[config.mk]
export PLATFORM = sky130hd
export DESIGN_NAME = pds_output_stage
export DESIGN_NICKNAME = d
export VERILOG_FILES = /design/src/logic/pds_pkg.sv /design/src/logic/pds_output_stage.sv
export SDC_FILE = /design/constraint.sdc
export NUM_CORES = 1
export LEC_CHECK = 0
export ABC_AREA = 1
export BUFFER_PORTS_ARGS = -buffer_cell sky130_fd_sc_hd__clkbuf_2
export CORE_MARGIN = 2
export CORE_UTILIZATION = 28
export DETAILED_ROUTE_END_ITERATION = 6
export GPL_TIMING_DRIVEN = 0
export SYNTH_ARGS = -nofsm -noshare
export SYNTH_HDL_FRONTEND = slang
export SYNTH_SLANG_ARGS = --single-unit
[constraint.sdc]
create_clock -name MCLK -period 1.6 [get_ports MCLK]
set_input_delay 0.32 -clock MCLK [delete_from_list [all_inputs] [get_ports MCLK]]
set_output_delay 0.32 -clock MCLK [all_outputs]
set_load 0.03 [all_outputs]
[src/logic/pds_pkg.sv]
/*
  Package for the PWM dead-band and steering output stage: register indices,
  field positions, reset values, write masks, mode codes and the shared carrier types.
  Assumes a byte-wide register port with one-cycle read latency.
*/
package pds_pkg;
  // Register indices on the plain register port
  localparam logic [1:0] PDS_DEL_IDX = 2'h0;  // Delay and restart control
  localparam logic [1:0] PDS_STR_IDX = 2'h1;  // Pulse steering control
  localparam logic [1:0] PDS_CON_IDX = 2'h2;  // Mode and output configuration
  localparam logic [1:0] PDS_STA_IDX = 2'h3;  // Status: shutdown and clock-fail flags
  // Delay register fields
  localparam int PDS_RSEN_BIT = 7;  // Auto restart enable
  // Steering register fields
  localparam int PDS_SYNC_BIT = 4;  // Steering update sync
  localparam logic [7:0] PDS_STR_RESET = 8'h01;  // Only pin A steered after reset
  localparam logic [7:0] PDS_STR_WMASK = 8'hdf;  // Bit 5 unimplemented
  // Mode register layout: [7:6] output config, [3:0] module mode
  localparam logic [1:0] PDS_MODE_PWM_HI = 2'h3;  // Upper mode bits for PWM
  localparam logic [1:0] PDS_CFG_SINGLE = 2'h0;  // Single-output configuration
  localparam logic [7:0] PDS_CON_WMASK = 8'hcf;
  // Status register fields
  localparam int PDS_ASE_BIT = 7;  // Shutdown event flag
  localparam int PDS_OSCF_BIT = 0;  // Oscillator fail flag
  localparam logic [7:0] PDS_ZERO = 8'h00;

  // Register port request
  typedef struct packed {
    logic [1:0] addr;
    logic [7:0] wdata;
    logic wr;
    logic rd;
  } pds_req_t;

  // Pin bundle for the four outputs
  typedef struct packed {
    logic [3:0] out;   // Pin levels
    logic [3:0] oe_n;  // Low while the stage drives the pin
  } pds_pins_t;
endpackage : pds_pkg

[src/logic/pds_output_stage.sv]
/*
  PWM output stage: dead-band delay on active-going edges, auto-shutdown with
  optional auto-restart, and steering of one waveform onto four pins.
  Assumes the period timer supplies a one-cycle period-start pulse, the duty
  generator a raw waveform, and the shutdown source a level. Sleep and the
  clock-fail switchover are signalled by the power manager.
*/
// The address-and-strobe port and the register addresses were decided locally.
// Behaviour
// - Restart enabled: flag self-clears, output resumes
// - Restart disabled: flag held until software clears
// - Seven-bit count delays active-going transition
// - Steering only in mode 11xx, config 00
// - Steer bit set routes waveform, else port
// - Waveform on any combination of pins
// - Low mode bits select steered polarity
// - Shutdown forces only enabled PWM pins
// - Pair field selects complementary assignment
// - Sync clear: steering applies immediately
// - Sync set: steering waits for period start
// - Sleep freezes state, pins hold value
// - Primary idle keeps running unchanged
// - Clock fail sets flag, switches oscillator
// - Reset restores registers, pins to input
// - Steering resets to A only, bit5 zero
// - Flag held while shutdown condition persists
// - Outputs re-enabled only at period start
`timescale 1ns/1ns
module pds_output_stage
  import pds_pkg::*;
(
  // Clock and reset
  input wire logic MCLK,
  input wire logic RST_N,
  // Register port
  input wire pds_pkg::pds_req_t REQ,
  output logic [7:0] RDATA,
  // Waveform source and timing
  input wire logic PWM_RAW,
  input wire logic PERIOD_START,
  input wire logic SHUTDOWN_COND,
  input wire logic [3:0] PORT_OUT,
  input wire logic [3:0] SHUT_LEVEL,
  input wire logic [3:0] SHUT_TRI,
  // Power management
  input wire logic SLEEP,
  input wire logic PRIMARY_IDLE,
  input wire logic CLOCK_FAIL,
  // Pins and clock selection
  output pds_pkg::pds_pins_t PINS,
  output logic USE_INTERNAL_OSC
);
  import pds_pkg::*;

  // Shutdown tracking states
  // RUN passes the steered waveform, SHUT forces the enabled pins,
  // and WAIT keeps them forced until the next period begins.
  // Holding the pins in WAIT means a restart never emits a runt
  // pulse, at the cost of up to one period of extra dead time.
  // The codes are one-hot, so any other code is illegal and
  // falls back to SHUT, the safe side.
  typedef enum logic [2:0] {
    RUN = 3'b001,   // Normal operation
    SHUT = 3'b010,  // Outputs forced
    WAIT = 3'b100   // Cleared, waiting for next period
  } pds_state_t;

  logic [7:0] del_reg;  // Restart enable and delay count
  logic [7:0] str_reg;  // Steering written by software
  logic [7:0] str_act;  // Steering currently applied
  logic str_pend;  // Synced update waiting for period
  logic [7:0] con_reg;  // Mode and output configuration
  logic ase;  // Shutdown event flag
  logic oscf;  // Oscillator fail flag
  pds_state_t state;
  logic [6:0] dead_cnt;  // Dead-band countdown
  logic raw_q;  // Raw waveform last cycle
  logic dly_wave;  // Waveform after dead band
  logic [3:0] pin_q;  // Registered pin levels
  logic [3:0] oe_q;  // Registered enables (low = drive)

  // Decode of the register port
  // Writes land on the strobe edge and there are no wait states.
  // Sleep gates every write except the oscillator fail clear,
  // so that the frozen state cannot be disturbed by software.
  // Primary idle has no effect at all: the stage keeps running.
  wire run = ~SLEEP;
  wire wr_del = REQ.wr && REQ.addr == PDS_DEL_IDX;
  wire wr_str = REQ.wr && REQ.addr == PDS_STR_IDX;
  wire wr_con = REQ.wr && REQ.addr == PDS_CON_IDX;
  wire wr_sta = REQ.wr && REQ.addr == PDS_STA_IDX;
  wire [7:0] str_wval = REQ.wdata & PDS_STR_WMASK;
  wire restart_auto_enable = del_reg[PDS_RSEN_BIT];
  wire [6:0] dead_delay_count = del_reg[6:0];
  wire steer_update_sync = str_reg[PDS_SYNC_BIT];
  wire [1:0] output_config_field = con_reg[7:6];
  wire [3:0] module_mode_field = con_reg[3:0];
  wire steer_mode = module_mode_field[3:2] == PDS_MODE_PWM_HI && output_config_field == PDS_CFG_SINGLE;
  wire [1:0] complement_pair_select = str_act[7:6];

  // Dead-band: an active-going raw edge starts the countdown
  // Only the active-going edge is delayed; the inactive-going
  // edge passes at once, which is what keeps switches from
  // conducting together. A raw pulse shorter than the count
  // is swallowed completely.
  wire rise = PWM_RAW & ~raw_q;
  wire [6:0] next_dead_cnt = rise ? dead_delay_count : (dead_cnt != 7'h00 ? dead_cnt - 7'h01 : 7'h00);
  wire next_dly_wave = PWM_RAW & (rise ? dead_delay_count == 7'h00 : (dead_cnt == 7'h00 || dead_cnt == 7'h01));

  // Which pins carry the waveform, and with what level
  // Steering is gated by the mode decode, so outside single-output
  // mode every pin falls back to its port latch.
  wire [3:0] pair_en = complement_pair_select == 2'h1 ? 4'h3 :
                       complement_pair_select == 2'h2 ? 4'h5 : 4'h9;
  wire [3:0] pwm_en = !steer_mode ? 4'h0 :
                      complement_pair_select == 2'h0 ? str_act[3:0] : pair_en;
  // Polarity: bit1 inverts A/C, bit0 inverts B/D (active-low when set)
  wire pol_ac = module_mode_field[1];
  wire pol_bd = module_mode_field[0];
  wire [3:0] pol = {pol_bd, pol_ac, pol_bd, pol_ac};
  // Complementary pair: second pin carries the inverse
  wire [3:0] comp = complement_pair_select == 2'h0 ? 4'h0 : (pair_en & 4'he);
  wire [3:0] wave4 = {4{dly_wave}} ^ comp ^ pol;
  wire forced = state != RUN;
  wire [3:0] next_pin;
  wire [3:0] next_oe;
  genvar g;
  generate
    for (g = 0; g < 4; g++) begin : g_pin
      // Shutdown overrides only the enabled PWM pins
      assign next_pin[g] = !pwm_en[g] ? PORT_OUT[g] : (forced ? SHUT_LEVEL[g] : wave4[g]);
      assign next_oe[g] = pwm_en[g] & forced & SHUT_TRI[g];
    end
  endgenerate

  // Shutdown state machine
  // The shutdown condition is a level: the machine stays in SHUT
  // as long as it is present, whatever software writes.
  // A software clear is only honoured once the condition is gone.
  logic ase_clr_sw;
  assign ase_clr_sw = wr_sta && !REQ.wdata[PDS_ASE_BIT] && !SHUTDOWN_COND;
  pds_state_t next_state;
  always_comb begin
    next_state = state;
    unique case (state)
      RUN: if (SHUTDOWN_COND) next_state = SHUT;
      SHUT: begin
        // Auto path clears with the condition; manual path needs software
        if (!SHUTDOWN_COND && (restart_auto_enable || ase_clr_sw)) next_state = WAIT;
      end
      WAIT: begin
        if (SHUTDOWN_COND) next_state = SHUT;
        else if (PERIOD_START) next_state = RUN;
      end
      default: next_state = SHUT;
    endcase
  end

  // Register writes; steering applies now or at period start
  // The written steering value is kept apart from the applied one,
  // so that a synced update can wait for the period boundary while
  // software still reads back what it wrote.
  always_ff @(posedge MCLK or negedge RST_N) begin
    if (!RST_N) begin
      del_reg <= PDS_ZERO;
      str_reg <= PDS_STR_RESET;
      str_act <= PDS_STR_RESET;
      str_pend <= 1'b0;
      con_reg <= PDS_ZERO;
    end else if (run) begin
      if (wr_del) del_reg <= REQ.wdata;
      if (wr_con) con_reg <= REQ.wdata & PDS_CON_WMASK;
      if (wr_str) begin
        str_reg <= str_wval;
        if (!str_wval[PDS_SYNC_BIT]) str_act <= str_wval;
        str_pend <= str_wval[PDS_SYNC_BIT];
      end else if (str_pend && PERIOD_START) begin
        str_act <= str_reg;
        str_pend <= 1'b0;
      end
    end
  end

  // Flags and shutdown state; events win over clears
  // The clock-fail flag is outside the sleep gate: a failing clock
  // must be recorded even while everything else is frozen.
  // The internal oscillator select is sticky until reset.
  always_ff @(posedge MCLK or negedge RST_N) begin
    if (!RST_N) begin
      state <= RUN;
      ase <= 1'b0;
      oscf <= 1'b0;
      USE_INTERNAL_OSC <= 1'b0;
    end else begin
      if (CLOCK_FAIL) begin
        oscf <= 1'b1;
        USE_INTERNAL_OSC <= 1'b1;
      end else if (wr_sta && !REQ.wdata[PDS_OSCF_BIT]) oscf <= 1'b0;
      if (run) begin
        state <= next_state;
        // Software set is a firmware shutdown; writes ignored while condition holds
        if (wr_sta && REQ.wdata[PDS_ASE_BIT]) begin
          state <= SHUT;
          ase <= 1'b1;
        end else ase <= next_state == SHUT;
      end
    end
  end

  // Dead band and pin registers; sleep holds everything
  // Pins are registered so the switch drivers never see decode glitches.
  // Reset releases every pin, leaving the external pulls in charge.
  always_ff @(posedge MCLK or negedge RST_N) begin
    if (!RST_N) begin
      raw_q <= 1'b0;
      dead_cnt <= 7'h00;
      dly_wave <= 1'b0;
      pin_q <= 4'h0;
      oe_q <= 4'hf;
    end else if (run) begin
      raw_q <= PWM_RAW;
      dead_cnt <= next_dead_cnt;
      dly_wave <= next_dly_wave;
      pin_q <= next_pin;
      oe_q <= ~pwm_en | next_oe;
    end
  end

  // Read-back one cycle after the strobe
  // Read data is zero outside the answer cycle, so a stale value
  // can never be mistaken for a fresh one.
  wire [7:0] sta_val = {ase, 6'h00, oscf};
  wire [7:0] rd_mux = REQ.addr == PDS_DEL_IDX ? del_reg :
                      REQ.addr == PDS_STR_IDX ? str_reg :
                      REQ.addr == PDS_CON_IDX ? con_reg : sta_val;
  always_ff @(posedge MCLK or negedge RST_N) begin
    if (!RST_N) RDATA <= PDS_ZERO;
    else RDATA <= REQ.rd ? rd_mux : PDS_ZERO;
  end

  assign PINS.out = pin_q;
  assign PINS.oe_n = oe_q;

  // Checks
  // Each property guards one rule of the stage; all are sampled on
  // the rising clock edge and silenced while reset is held.
  steer_gate_a: assert property (@(posedge MCLK) disable iff (!RST_N)
    !steer_mode |=> oe_q == 4'hf) else $error("pins driven outside steering");
  bit5_zero_a: assert property (@(posedge MCLK) disable iff (!RST_N)
    $past(REQ.rd) |-> !RDATA[5] || $past(REQ.addr) != PDS_STR_IDX) else $error("steer bit5 set");
  sync_hold_a: assert property (@(posedge MCLK) disable iff (!RST_N)
    str_pend && !PERIOD_START && !wr_str && run |=> $stable(str_act)) else $error("synced steer early");
  immed_a: assert property (@(posedge MCLK) disable iff (!RST_N)
    wr_str && run && !str_wval[PDS_SYNC_BIT] |=> str_act == $past(str_wval)) else $error("steer not immediate");
  flag_hold_a: assert property (@(posedge MCLK) disable iff (!RST_N)
    SHUTDOWN_COND && run |=> ase) else $error("flag not set");
  manual_a: assert property (@(posedge MCLK) disable iff (!RST_N)
    ase && !restart_auto_enable && !wr_sta && run |=> ase) else $error("flag cleared alone");
  restart_a: assert property (@(posedge MCLK) disable iff (!RST_N)
    state == WAIT && !PERIOD_START && run |=> state != RUN) else $error("restart before period");
  sleep_a: assert property (@(posedge MCLK) disable iff (!RST_N)
    SLEEP |=> $stable(pin_q) && $stable(dead_cnt)) else $error("state moved in sleep");
  dead_a: assert property (@(posedge MCLK) disable iff (!RST_N)
    run && rise && dead_delay_count != 7'h00 |=> !dly_wave) else $error("no dead band");
  osc_a: assert property (@(posedge MCLK) disable iff (!RST_N)
    CLOCK_FAIL |=> oscf && USE_INTERNAL_OSC) else $error("clock fail ignored");

  // Primary idle: pins keep following the live decode
  idle_run_a: assert property (@(posedge MCLK) disable iff (!RST_N)
    PRIMARY_IDLE && !SLEEP |=> pin_q == $past(next_pin)) else $error("idle changed operation");

  // Auto restart clears the flag once the condition is gone
  auto_clear_a: assert property (@(posedge MCLK) disable iff (!RST_N)
    state == SHUT && restart_auto_enable && !SHUTDOWN_COND && run && !wr_sta |=> !ase) else $error("flag not auto cleared");

  // Non-steered pins follow the port latch
  port_pin_a: assert property (@(posedge MCLK) disable iff (!RST_N)
    run |=> ((pin_q ^ $past(PORT_OUT)) & ~$past(pwm_en)) == 4'h0) else $error("port pin wrong");

  // Steered pins are driven while running
  steer_drive_a: assert property (@(posedge MCLK) disable iff (!RST_N)
    run && !forced |=> (oe_q & $past(pwm_en)) == 4'h0) else $error("steered pin released");

  // Steered pins carry the waveform with polarity applied
  wave_pin_a: assert property (@(posedge MCLK) disable iff (!RST_N)
    run && !forced |=> ((pin_q ^ $past(wave4)) & $past(pwm_en)) == 4'h0) else $error("steered level wrong");

  // Shutdown forces enabled pins to their shutdown level
  shut_pin_a: assert property (@(posedge MCLK) disable iff (!RST_N)
    run && forced |=> ((pin_q ^ $past(SHUT_LEVEL)) & $past(pwm_en)) == 4'h0) else $error("shutdown level wrong");

  // Shutdown tri-states only where asked
  shut_tri_a: assert property (@(posedge MCLK) disable iff (!RST_N)
    run && forced |=> (oe_q & $past(pwm_en)) == ($past(SHUT_TRI) & $past(pwm_en))) else $error("shutdown drive wrong");

  // Pair modes steer exactly pin A and its partner
  pair_sel_a: assert property (@(posedge MCLK) disable iff (!RST_N)
    steer_mode && complement_pair_select != 2'h0 |-> pwm_en[0] && $countones(pwm_en) == 2) else $error("pair wrong");

  // Unimplemented steering bit stays clear
  str_bit5_a: assert property (@(posedge MCLK) disable iff (!RST_N)
    !str_reg[5] && !str_act[5]) else $error("steer bit5 stored");

  // Counter reloads from the delay count on an active edge
  dead_reload_a: assert property (@(posedge MCLK) disable iff (!RST_N)
    run && rise |=> dead_cnt == $past(dead_delay_count)) else $error("dead count not reloaded");

  // A zero count passes the edge with no delay
  zero_delay_a: assert property (@(posedge MCLK) disable iff (!RST_N)
    run && rise && dead_delay_count == 7'h00 |=> dly_wave) else $error("zero count delayed");

  // Countdown moves by one each running cycle
  count_down_a: assert property (@(posedge MCLK) disable iff (!RST_N)
    run && !rise && dead_cnt != 7'h00 |=> dead_cnt == $past(dead_cnt) - 7'h01) else $error("dead count stalled");

  // Internal oscillator select is sticky
  osc_sticky_a: assert property (@(posedge MCLK) disable iff (!RST_N)
    USE_INTERNAL_OSC |=> USE_INTERNAL_OSC) else $error("osc select dropped");

  // Read data stands for one cycle only
  rd_idle_a: assert property (@(posedge MCLK) disable iff (!RST_N)
    !REQ.rd |=> RDATA == PDS_ZERO) else $error("read data lingers");
endmodule : pds_output_stage

==> metrics.txt, run 1 <==
WL per Instance 13.0 um; Slew HR 45.4%; IO Port Bufs 46; Finished Cell Area 3650 um2; Post-DRT Antenna Nets 0; fmax 0.678 GHz; leakage power 0.00190 uW; global-route wire length before repair 13.0 mm; Setup CP Type register to register; Min-Delay Path Class primary input to async pin; RePlAce Congestion 0.854; CTS Hold Bufs 0; Storage cell area 1490 um2; EDFF count, synth 0; Pins Over Slew Limit 0; crit path capture type register; Core Box Area 10700 um2; Yosys top cell by area dfrtp_1; die height 108 um; filler cell count 1157; total grt overflow 0; DR pass1 iterations 4; placed instance area 3450 um2; Overall Global Routing Usage 14.4%; post-synthesis sequential area ratio 48.8%; placed cells 585; die width 108 um; Setup Skew 0.00728 ns; Power Density 1170 nW/um2; Pwr Total 4260 uW; Worst EP arrival 1.71 ns; Routed WL 7.81 mm; Syn Std Cell Area 3040 um2; synthesized instance count 399; multi-input logic area 1270 um2; Setup-failing EPs final 0; Via density 4.60; non-filler cells, final 602; Detailed Route Iter0 Violations 135; largest net degree at the start of global routing 60; Syn Area/Cell 7.62 um2; fraction of registers with async set/reset 100%; ys flop type dfrtp_1; post-detailed-placement half-perimeter wirelength 5.98 mm; top-area cell type share of the netlist area 42.8%; vias in the first global route 2739; H-tree Lvls 3; nets@finish 491; Clock transition at path regs 0.07 ns; Syn Nets 433; die area 11700 um2; Fin. Hold Viols 0; Worst Path Required 1.83 ns; crit start category register; Top Ports 49; CP max FO 7; CTS tree built; Final min period 1.48 ns; RSZ-0062 raised after global routing no; #FFs+latches synth 59; antenna violations before repair 0; Yosys cell types 29; clock sink count 59; status finished clean; DRC 0; share of cells above drive strength 1 19.3%; Clock Path Buffers 2; max_cap viols 0; Max IR drop VDD 391 uV; diode count 0; detailed-route via count 2772; Area Overhead vs Synth 20.1%; row count 38; part of the cycle the worst path needs 92.2%; worst skew pair latency 0.34 ns; Worst-Margin Slew 0.819 ns; Synth area leaders dfrtp_1, nand2_1, inv_1; Ys Warns 0; Num CTS Buffers 9; initial core utilization 28.4%; CTS Root Buffer Type clkbuf_8
## power by group
| group | internal, uW | total, uW | switching, uW | leakage, uW |
|---|---|---|---|---|
| Combinational | 366 | 1030 | 661 | 0.00109 |
| Clock | 731 | 1310 | 578 | 0.0000997 |
| Sequential | 1760 | 1920 | 157 | 0.000704 |
| Total | 2860 | 4260 | 1400 | 0.00190 |
## final timing paths
check	slack [ns]	cells past startpoint	startpoint	to
setup / recovery	0.12	8	dead_cnt[0]	dly_wave
hold / removal	0.08	1	RST_N	pin_q[0]
setup reg to reg	0.12	8	dead_cnt[0]	dly_wave
hold reg to reg	0.47	2	str_act[0]	str_act[0]
max in group asynchronous	0.96	1	RST_N	del_reg[2]
min in group MCLK	0.19	2	CLOCK_FAIL	oscf
## synthesized netlist by cell type (4+ instances only)
| library cell | instances |
|---|---|
| nor2_1 | 43 |
| dfstp_2 | 7 |
| nor3_1 | 4 |
| nand2_1 | 102 |
| dfrtp_1 | 52 |
| o21ai_0 | 42 |
| nand3_1 | 25 |
| o22ai_1 | 8 |
| a21oi_1 | 23 |
| inv_1 | 59 |
## cell type report
| class | count | area share [%] |
|---|---|---|
| buffer | 10 | 1.71 |
| clock buffer | 15 | 5.10 |
| clock inverter | 1 | 0.137 |
| inverter | 60 | 6.16 |
| multi-input combinational | 270 | 34.9 |
| sequential | 59 | 40.7 |
| tap | 140 | 4.79 |
| timing repair buffer | 47 | 6.58 |
## layer usage
layer / global-route usage (%) / vias up / share of wire [%]
met2: 22.9 / 61 / 46
li1: - / 1392 / -
met4: 5.31 / 0 / 1.7
met5: 0 / - / 0
met3: 3.50 / 11 / 4.4
met1: 19.1 / 1308 / 48
## cell families (layout without fill, tap and decap cells)
family | after synthesis | in the layout | synth area share [%]
xor+xnor | 1 | 1 | 0.288
buf+inv | 70 | 133 | 9.46
fa+ha+maj | 2 | 2 | 0.823
compound gates | 80 | 80 | 14.6
simple gates | 187 | 187 | 26.0
flops | 59 | 59 | 48.8
## worst max-delay path, cell delays in order (launching register included)
cell and delay, ns:
dfrtp_1 0.36, inv_2 0.07, ha_1 0.24, nand2_2 0.09, nor2_1 0.07, nor2_2 0.26, o21ai_1 0.12, nand2_1 0.10
nand2_1 0.05
## cells in the final DEF (no fill, tap or decap), drive strengths merged
master,instances
o22ai,8
o21ai,42
dfrtp,52
nor3,4
o21bai,1
o221ai,2
o31ai,1
xor2,1
or2,3
nand2,106
nand3,25
a31oi,1
nand3b,1
dfstp,7
clkbuf,65
clkinv,1
o21a,1
nor2,45
buf,7
inv,60
ha,2
a22oi,1
a21oi,23
nand4,3
## through the flow
stage                     utilization (%)  setup slack, ns  hold slack [ns]  TNS (ns)
after floorplan                         -            0.244           0.0244         0
after global placement               32.2           -0.100            0.451     -5.12
after detailed placement             32.2          -0.0463            0.457   -0.0463
after CTS                            34.1           0.0575            0.129         0
after global routing                 34.2           0.0239            0.152         0
final                                34.2            0.125           0.0834         0
## repair_timing
| action | in CTS | in global routing |
|---|---|---|
| resized for setup | 1 | 3 |
| pin swaps | 0 | 1 |
| buffers inserted | 0 | 1 |
| endpoints found under the setup margin | 1 | 4 |
No activity file was read; power rests on OpenSTA's default activity.
==> run 2: changes to the inputs <==
--- a/config.mk
+++ b/config.mk
@@ -8,9 +8,10 @@
 export ABC_AREA = 1
 export BUFFER_PORTS_ARGS = -buffer_cell sky130_fd_sc_hd__clkbuf_2
 export CORE_MARGIN = 2
-export CORE_UTILIZATION = 28
+export CORE_UTILIZATION = 56
 export DETAILED_ROUTE_END_ITERATION = 6
 export GPL_TIMING_DRIVEN = 0
+export PLACE_DENSITY = 0.79
 export SYNTH_ARGS = -nofsm -noshare
 export SYNTH_HDL_FRONTEND = slang
 export SYNTH_SLANG_ARGS = --single-unit
==> constraint.sdc (replaced) <==
create_clock -name MCLK -period 1.5 [get_ports MCLK]
set_input_delay 0.3 -clock MCLK [delete_from_list [all_inputs] [get_ports MCLK]]
set_output_delay 0.3 -clock MCLK [all_outputs]
set_load 0.03 [all_outputs]
==> run 2 against run 1 <==
  * Clock-buffer cell count is the same
  * Worst hold slack lost 0.019 ns
  * Design area down 2.1%
  * Via count fell by 0.22%
  * Die area is 48% lower
  * Critical path depth is the same
  * Maximum frequency grew 6.2%
  * Critical path type unchanged
  * Largest power group unchanged
==> metrics.txt, run 2 (synthesized netlist as in run 1, its figures left out) <==
Worst Path Required 1.73 ns (was 1.83 ns); Slew HR 46.6% (was 45.4%); Slowest Stage Delay on Critical Path 0.37 ns (was 0.36 ns); commonest non-fill, non-tap cells in the layout nand2_1, inv_1, dfrtp_1 (unchanged); Setup CP Type register to register (unchanged); Clock transition at path regs 0.07 ns (about the same); filler cell count 434 (was 1157); post-detailed-placement half-perimeter wirelength 5.34 mm (was 5.98 mm); part of the cycle the worst path needs 92.6% (was 92.2%); Power Density 1280 nW/um2 (was 1170 nW/um2); Clock Path Buffers 2 (unchanged); Min-Delay Path Class primary input to async pin (unchanged); die area 6040 um2 (was 11700 um2); Area Overhead vs Synth 17.6% (was 20.1%); RePlAce Congestion 0.877 (was 0.854); clock sink count 59 (unchanged); nets@finish 491 (unchanged); Via density 5.20 (was 4.60); Overall Global Routing Usage 26.6% (was 14.4%); Post-Place Setup Slack -0.133 ns (was -0.0463 ns); final core occ 69.2% (was 34.2%); largest net degree at the start of global routing 60 (unchanged); crit path capture type register (unchanged); row count 26 (was 38); Fin. Hold Viols 0 (unchanged); Finished Cell Area 3580 um2 (was 3650 um2); antenna violations before repair 0 (unchanged); Worst EP arrival 1.62 ns (was 1.71 ns); Core Box Area 5170 um2 (was 10700 um2); global-route wire length before repair 12.5 mm (was 13.0 mm); Num CTS Buffers 9 (unchanged); Max IR drop VDD 760 uV (was 391 uV); status finished clean (unchanged); CP max FO 7 (unchanged); IO Port Bufs 46 (unchanged); leakage power 0.00190 uW (about the same); most common cell after layout, fill and taps aside nand2_1 (unchanged); Detailed Route Iter0 Violations 192 (was 135); Post-DRT Antenna Nets 0 (unchanged); WL per Instance 13.6 um (was 13.0 um); Routed WL 7.24 mm (was 7.81 mm); die width 77.7 um (was 108 um); final worst slack 0.111 ns (was 0.125 ns); Top Ports 49 (unchanged); non-filler cells, final 532 (was 602); CTS Root Buffer Type clkbuf_8 (unchanged); DRC 0 (unchanged); DR pass1 iterations 4 (unchanged); placed instance area 3360 um2 (was 3450 um2); fmax 0.720 GHz (was 0.678 GHz); H-tree Lvls 3 (unchanged); initial core utilization 58.8% (was 28.4%); total grt overflow 0 (unchanged); Setup Skew 0.00388 ns (was 0.00728 ns); vias in the first global route 2657 (was 2739); detailed-route via count 2766 (was 2772); CTS tree built (unchanged); placed cells 515 (was 585); diode count 0 (unchanged); worst skew pair latency 0.33 ns (was 0.34 ns); die height 77.7 um (was 108 um); crit start category register (unchanged); max_cap viols 0 (unchanged); critical path's slowest cell dfrtp_1 (unchanged); Worst-Margin Slew 0.800 ns (was 0.819 ns); Pins Over Slew Limit 0 (unchanged); Final min period 1.39 ns (was 1.48 ns); final hold slack 0.0640 ns (was 0.0834 ns); share of cells above drive strength 1 19.5% (was 19.3%); cell breakdown of the critical path inv_2 > ha_1 > nand2_2 > nor2_4 > nor2_4 > o21ai_0 > nand2_1 > nand2_1 (was inv_2 > ha_1 > nand2_2 > nor2_1 > nor2_2 > o21ai_1 > nand2_1 > nand2_1); Setup-failing EPs final 0 (unchanged)
-- run 2: metrics by stage --
stage | setup TNS, ns | power (uW)
after floorplan | 0 | 2830
after global placement | -5.24 | 3120
after detailed placement | -0.242 | 3170
after CTS | 0 | 4560
after global routing | -0.0119 | 4830
final | 0 | 4560
-- run 2: repair_timing --
action | in CTS | in global routing
pin swaps | 1 | 1
hold buffers | 0 | 0
gates resized for setup | 2 | 4
setup endpoints to repair | 5 | 6
gates cloned | 0 | 0
setup buffers | 1 | 0
-- run 2: area by class of cell --
type,count,area (um2),area share (%)
Buffer,10,62.6,1.75
Clock buffer,15,186,5.21
Multi-Input combinational cell,270,1290,35.9
Clock inverter,1,5.00,0.140
Sequential cell,59,1490,41.5
Tap cell,70,87.6,2.45
Inverter,60,225,6.29
Timing Repair Buffer,47,240,6.71
-- run 2: worst max-delay path: cells and delay by family (launching register included) --
kind / cells / cell delay (ns)
flops: 1 / 0.37
simple gates: 5 / 0.49
fa+ha+maj: 1 / 0.23
buf+inv: 1 / 0.08
compound gates: 1 / 0.12
-- run 2: final timing paths --
check / start / depth (start not counted) / slack, ns / end
min in group MCLK: CLOCK_FAIL / 2 / 0.17 / oscf
min: RST_N / 1 / 0.06 / dead_cnt[3]
max in group asynchronous: RST_N / 1 / 0.91 / USE_INTERNAL_OSC
max reg2reg: dead_cnt[0] / 8 / 0.11 / dly_wave
min reg2reg: str_act[0] / 2 / 0.47 / str_act[0]
max: dead_cnt[0] / 8 / 0.11 / dly_wave
-- run 2: power by group --
part | switching, uW | total, uW | internal, uW
logic | 728 | 1120 | 390
clock network | 611 | 1390 | 780
registers | 172 | 2050 | 1880
-- run 2: per-layer routing --
layer	wire [um]	share of wire, %	vias up	GRT usage [%]
li1	-	-	1384	-
met5	0	0	-	0
met2	3310	46	76	40.9
met4	134	1.9	0	9.29
met3	385	5.3	13	4.77
met1	3410	47	1293	38.0
==> run 3: changes to the inputs <==
--- a/config.mk
+++ b/config.mk
@@ -8,10 +8,10 @@
 export ABC_AREA = 1
 export BUFFER_PORTS_ARGS = -buffer_cell sky130_fd_sc_hd__clkbuf_2
 export CORE_MARGIN = 2
-export CORE_UTILIZATION = 56
+export CORE_UTILIZATION = 51
 export DETAILED_ROUTE_END_ITERATION = 6
 export GPL_TIMING_DRIVEN = 0
-export PLACE_DENSITY = 0.79
+export PLACE_DENSITY = 0.76
 export SYNTH_ARGS = -nofsm -noshare
 export SYNTH_HDL_FRONTEND = slang
 export SYNTH_SLANG_ARGS = --single-unit
==> constraint.sdc (replaced) <==
create_clock -name MCLK -period 1.2 [get_ports MCLK]
set_input_delay 0.24 -clock MCLK [delete_from_list [all_inputs] [get_ports MCLK]]
set_output_delay 0.24 -clock MCLK [all_outputs]
set_load 0.03 [all_outputs]
==> run 3 against run 2 <==
  * Sequential share of layout area down 4.1 points
  * Clock power up 46%
  * Clock skew up 0.0057 ns
  * Worst hold slack worse by 0.075 ns
  * Die area up 9.3%
  * Combinational power up 62%
  * First-iteration DRC count down 10%
  * Register-to-register slack worse by 0.23 ns
  * Highest routed layer unchanged
  * Total power up 41%
  * The run now ends with hold timing, setup timing left
  * Maximum frequency up 5.3%
==> metrics.txt, run 3 (synthesized netlist as in run 1, its figures left out) <==
total grt overflow 0 (unchanged); Fin. Hold Viols 6 (was 0); Min-Delay Path Class primary input to async pin (unchanged); register-to-register setup slack -0.12 ns (was 0.11 ns); Max IR drop VDD 869 uV (was 760 uV); Worst-Margin Slew 0.811 ns (was 0.800 ns); Clock Path Buffers 2 (unchanged); die width 81.2 um (was 77.7 um); part of the cycle the worst path needs 110% (was 92.6%); Post-Place Setup Slack -0.176 ns (was -0.133 ns); Post-DRT Antenna Nets 0 (unchanged); commonest non-fill, non-tap cells in the layout nand2_1, inv_1, dfrtp_1 (unchanged); antenna violations before repair 0 (unchanged); largest net degree at the start of global routing 60 (unchanged); Setup Skew 0.00960 ns (was 0.00388 ns); nets@finish 511 (was 491); H-tree Lvls 3 (unchanged); failing checks hold timing, setup timing; DRC 0 (unchanged); diode count 0 (unchanged); Setup-failing EPs final 15 (was 0); Worst EP arrival 1.57 ns (was 1.62 ns); Final min period 1.32 ns (was 1.39 ns); met3 GRT Util 6.22% (was 4.77%); final worst slack -0.119 ns (was 0.111 ns); filler cell count 469 (was 434); Area Overhead vs Synth 30.8% (was 17.6%); met1 Use GR 34.5% (was 38.0%); row count 28 (was 26); leakage power 0.00205 uW (was 0.00190 uW); detailed-route via count 2922 (was 2766); Top Ports 49 (unchanged); Num CTS Buffers 9 (unchanged); Overall Global Routing Usage 26.6% (about the same); CTS Root Buffer Type clkbuf_8 (unchanged); Detailed Route Iter0 Violations 172 (was 192); Finished Cell Area 3980 um2 (was 3580 um2); fmax 0.758 GHz (was 0.720 GHz); Via density 5.25 (was 5.20); final hold slack -0.0105 ns (was 0.0640 ns); IO Port Bufs 46 (unchanged); placed instance area 3380 um2 (was 3360 um2); status complete, but fails checks (was finished clean); Core Box Area 5850 um2 (was 5170 um2); RePlAce Congestion 0.935 (was 0.877); Pwr Total 6460 uW (was 4560 uW); Pins Over Slew Limit 0 (unchanged); die height 81.2 um (was 77.7 um); share of cells above drive strength 1 31.5% (was 19.5%); GR peak layer met2 (unchanged); FF-to-FF Start dead_cnt[1] (was dead_cnt[0]); RSZ-0062 raised after global routing yes; Power Density 1620 nW/um2 (was 1280 nW/um2); Setup CP Type register to register (unchanged); final core occ 68.0% (was 69.2%); clock sink count 59 (unchanged); Clock transition at path regs 0.07 ns (about the same); die area 6600 um2 (was 6040 um2); worst reg-to-reg path cell count 8 (unchanged); initial core utilization 52.0% (was 58.8%); global-route wire length before repair 13.0 mm (was 12.5 mm); vias in the first global route 2770 (was 2657); crit start category register (unchanged); CTS tree built (unchanged); Global Route met2 Usage 43.1% (was 40.9%); CP max FO 6 (was 7); DR pass1 iterations 4 (unchanged); post-detailed-placement half-perimeter wirelength 5.43 mm (was 5.34 mm); Worst Path Required 1.45 ns (was 1.73 ns); Slew HR 45.9% (was 46.6%); Reg-to-Reg End dly_wave (unchanged); Routed WL 8.18 mm (was 7.24 mm); worst skew pair latency 0.35 ns (was 0.33 ns); most common cell after layout, fill and taps aside nand2_1 (unchanged); WL per Instance 14.7 um (was 13.6 um); max_cap viols 0 (unchanged); crit path capture type register (unchanged)
run 3: worst max path at each step:
| stage | cells after the start | slack, ns | start | endpoint |
|---|---|---|---|---|
| after floorplan | 8 | 0.01 | dead_cnt[0] | dly_wave |
| after global placement | 1 | -0.35 | RST_N | str_reg[7] |
| after detailed placement | 7 | -0.18 | REQ[11] | con_reg[2] |
| after CTS | 1 | -0.09 | oe_q[0] | PINS[0] |
| after global routing | 8 | -0.20 | dead_cnt[1] | dly_wave |
| final | 8 | -0.12 | dead_cnt[1] | dly_wave |
run 3: metrics by stage:
| step | cells | TNS (ns) |
|---|---|---|
| after floorplan | 399 | 0 |
| after global placement | 520 | -21.93 |
| after detailed placement | 520 | -4.53 |
| after CTS | 547 | -0.484 |
| after global routing | 557 | -1.98 |
| final | 557 | -0.918 |
run 3: final cells by class:
| type | instances | area [um2] | area share [%] |
|---|---|---|---|
| plain buffers | 10 | 65.1 | 1.64 |
| clock buffers | 10 | 128 | 3.21 |
| clock inverters | 6 | 90.1 | 2.26 |
| inverters | 60 | 225 | 5.66 |
| multi-input cells | 270 | 1450 | 36.5 |
| flip-flops and latches | 59 | 1490 | 37.4 |
| well taps | 75 | 93.8 | 2.36 |
| repair buffers | 67 | 434 | 10.9 |
run 3: worst max-delay path, cell delays in order (launching register included):
cell	delay [ns]
dfrtp_1	0.39
inv_2	0.08
ha_4	0.17
nand2_4	0.08
nor2_4	0.04
nor2_4	0.22
o21ai_2	0.09
nand2_1	0.09
nand2_1	0.05
run 3: per-layer routing:
| metal | routed length [um] | part of all wire (%) | vias up |
|---|---|---|---|
| li1 | - | - | 1428 |
| met1 | 3490 | 43 | 1353 |
| met2 | 3970 | 48 | 121 |
| met3 | 532 | 6.5 | 20 |
| met4 | 196 | 2.4 | 0 |
| met5 | 0 | 0 | - |
run 3: report_power, final:
part           internal [uW]  leakage (uW)  switching (uW)
Combinational            727       0.00125            1090
Sequential              2360      0.000700             257
Clock                   1170      0.000106             858
Total                   4260       0.00205            2200
run 3: repair_timing:
action	in CTS	in global routing
hold buffers	0	0
pin swaps	6	15
endpoints found under the hold margin	0	0
setup buffers	11	10
cloned	0	0
gates resized for setup	35	35
setup endpoints to repair	22	29
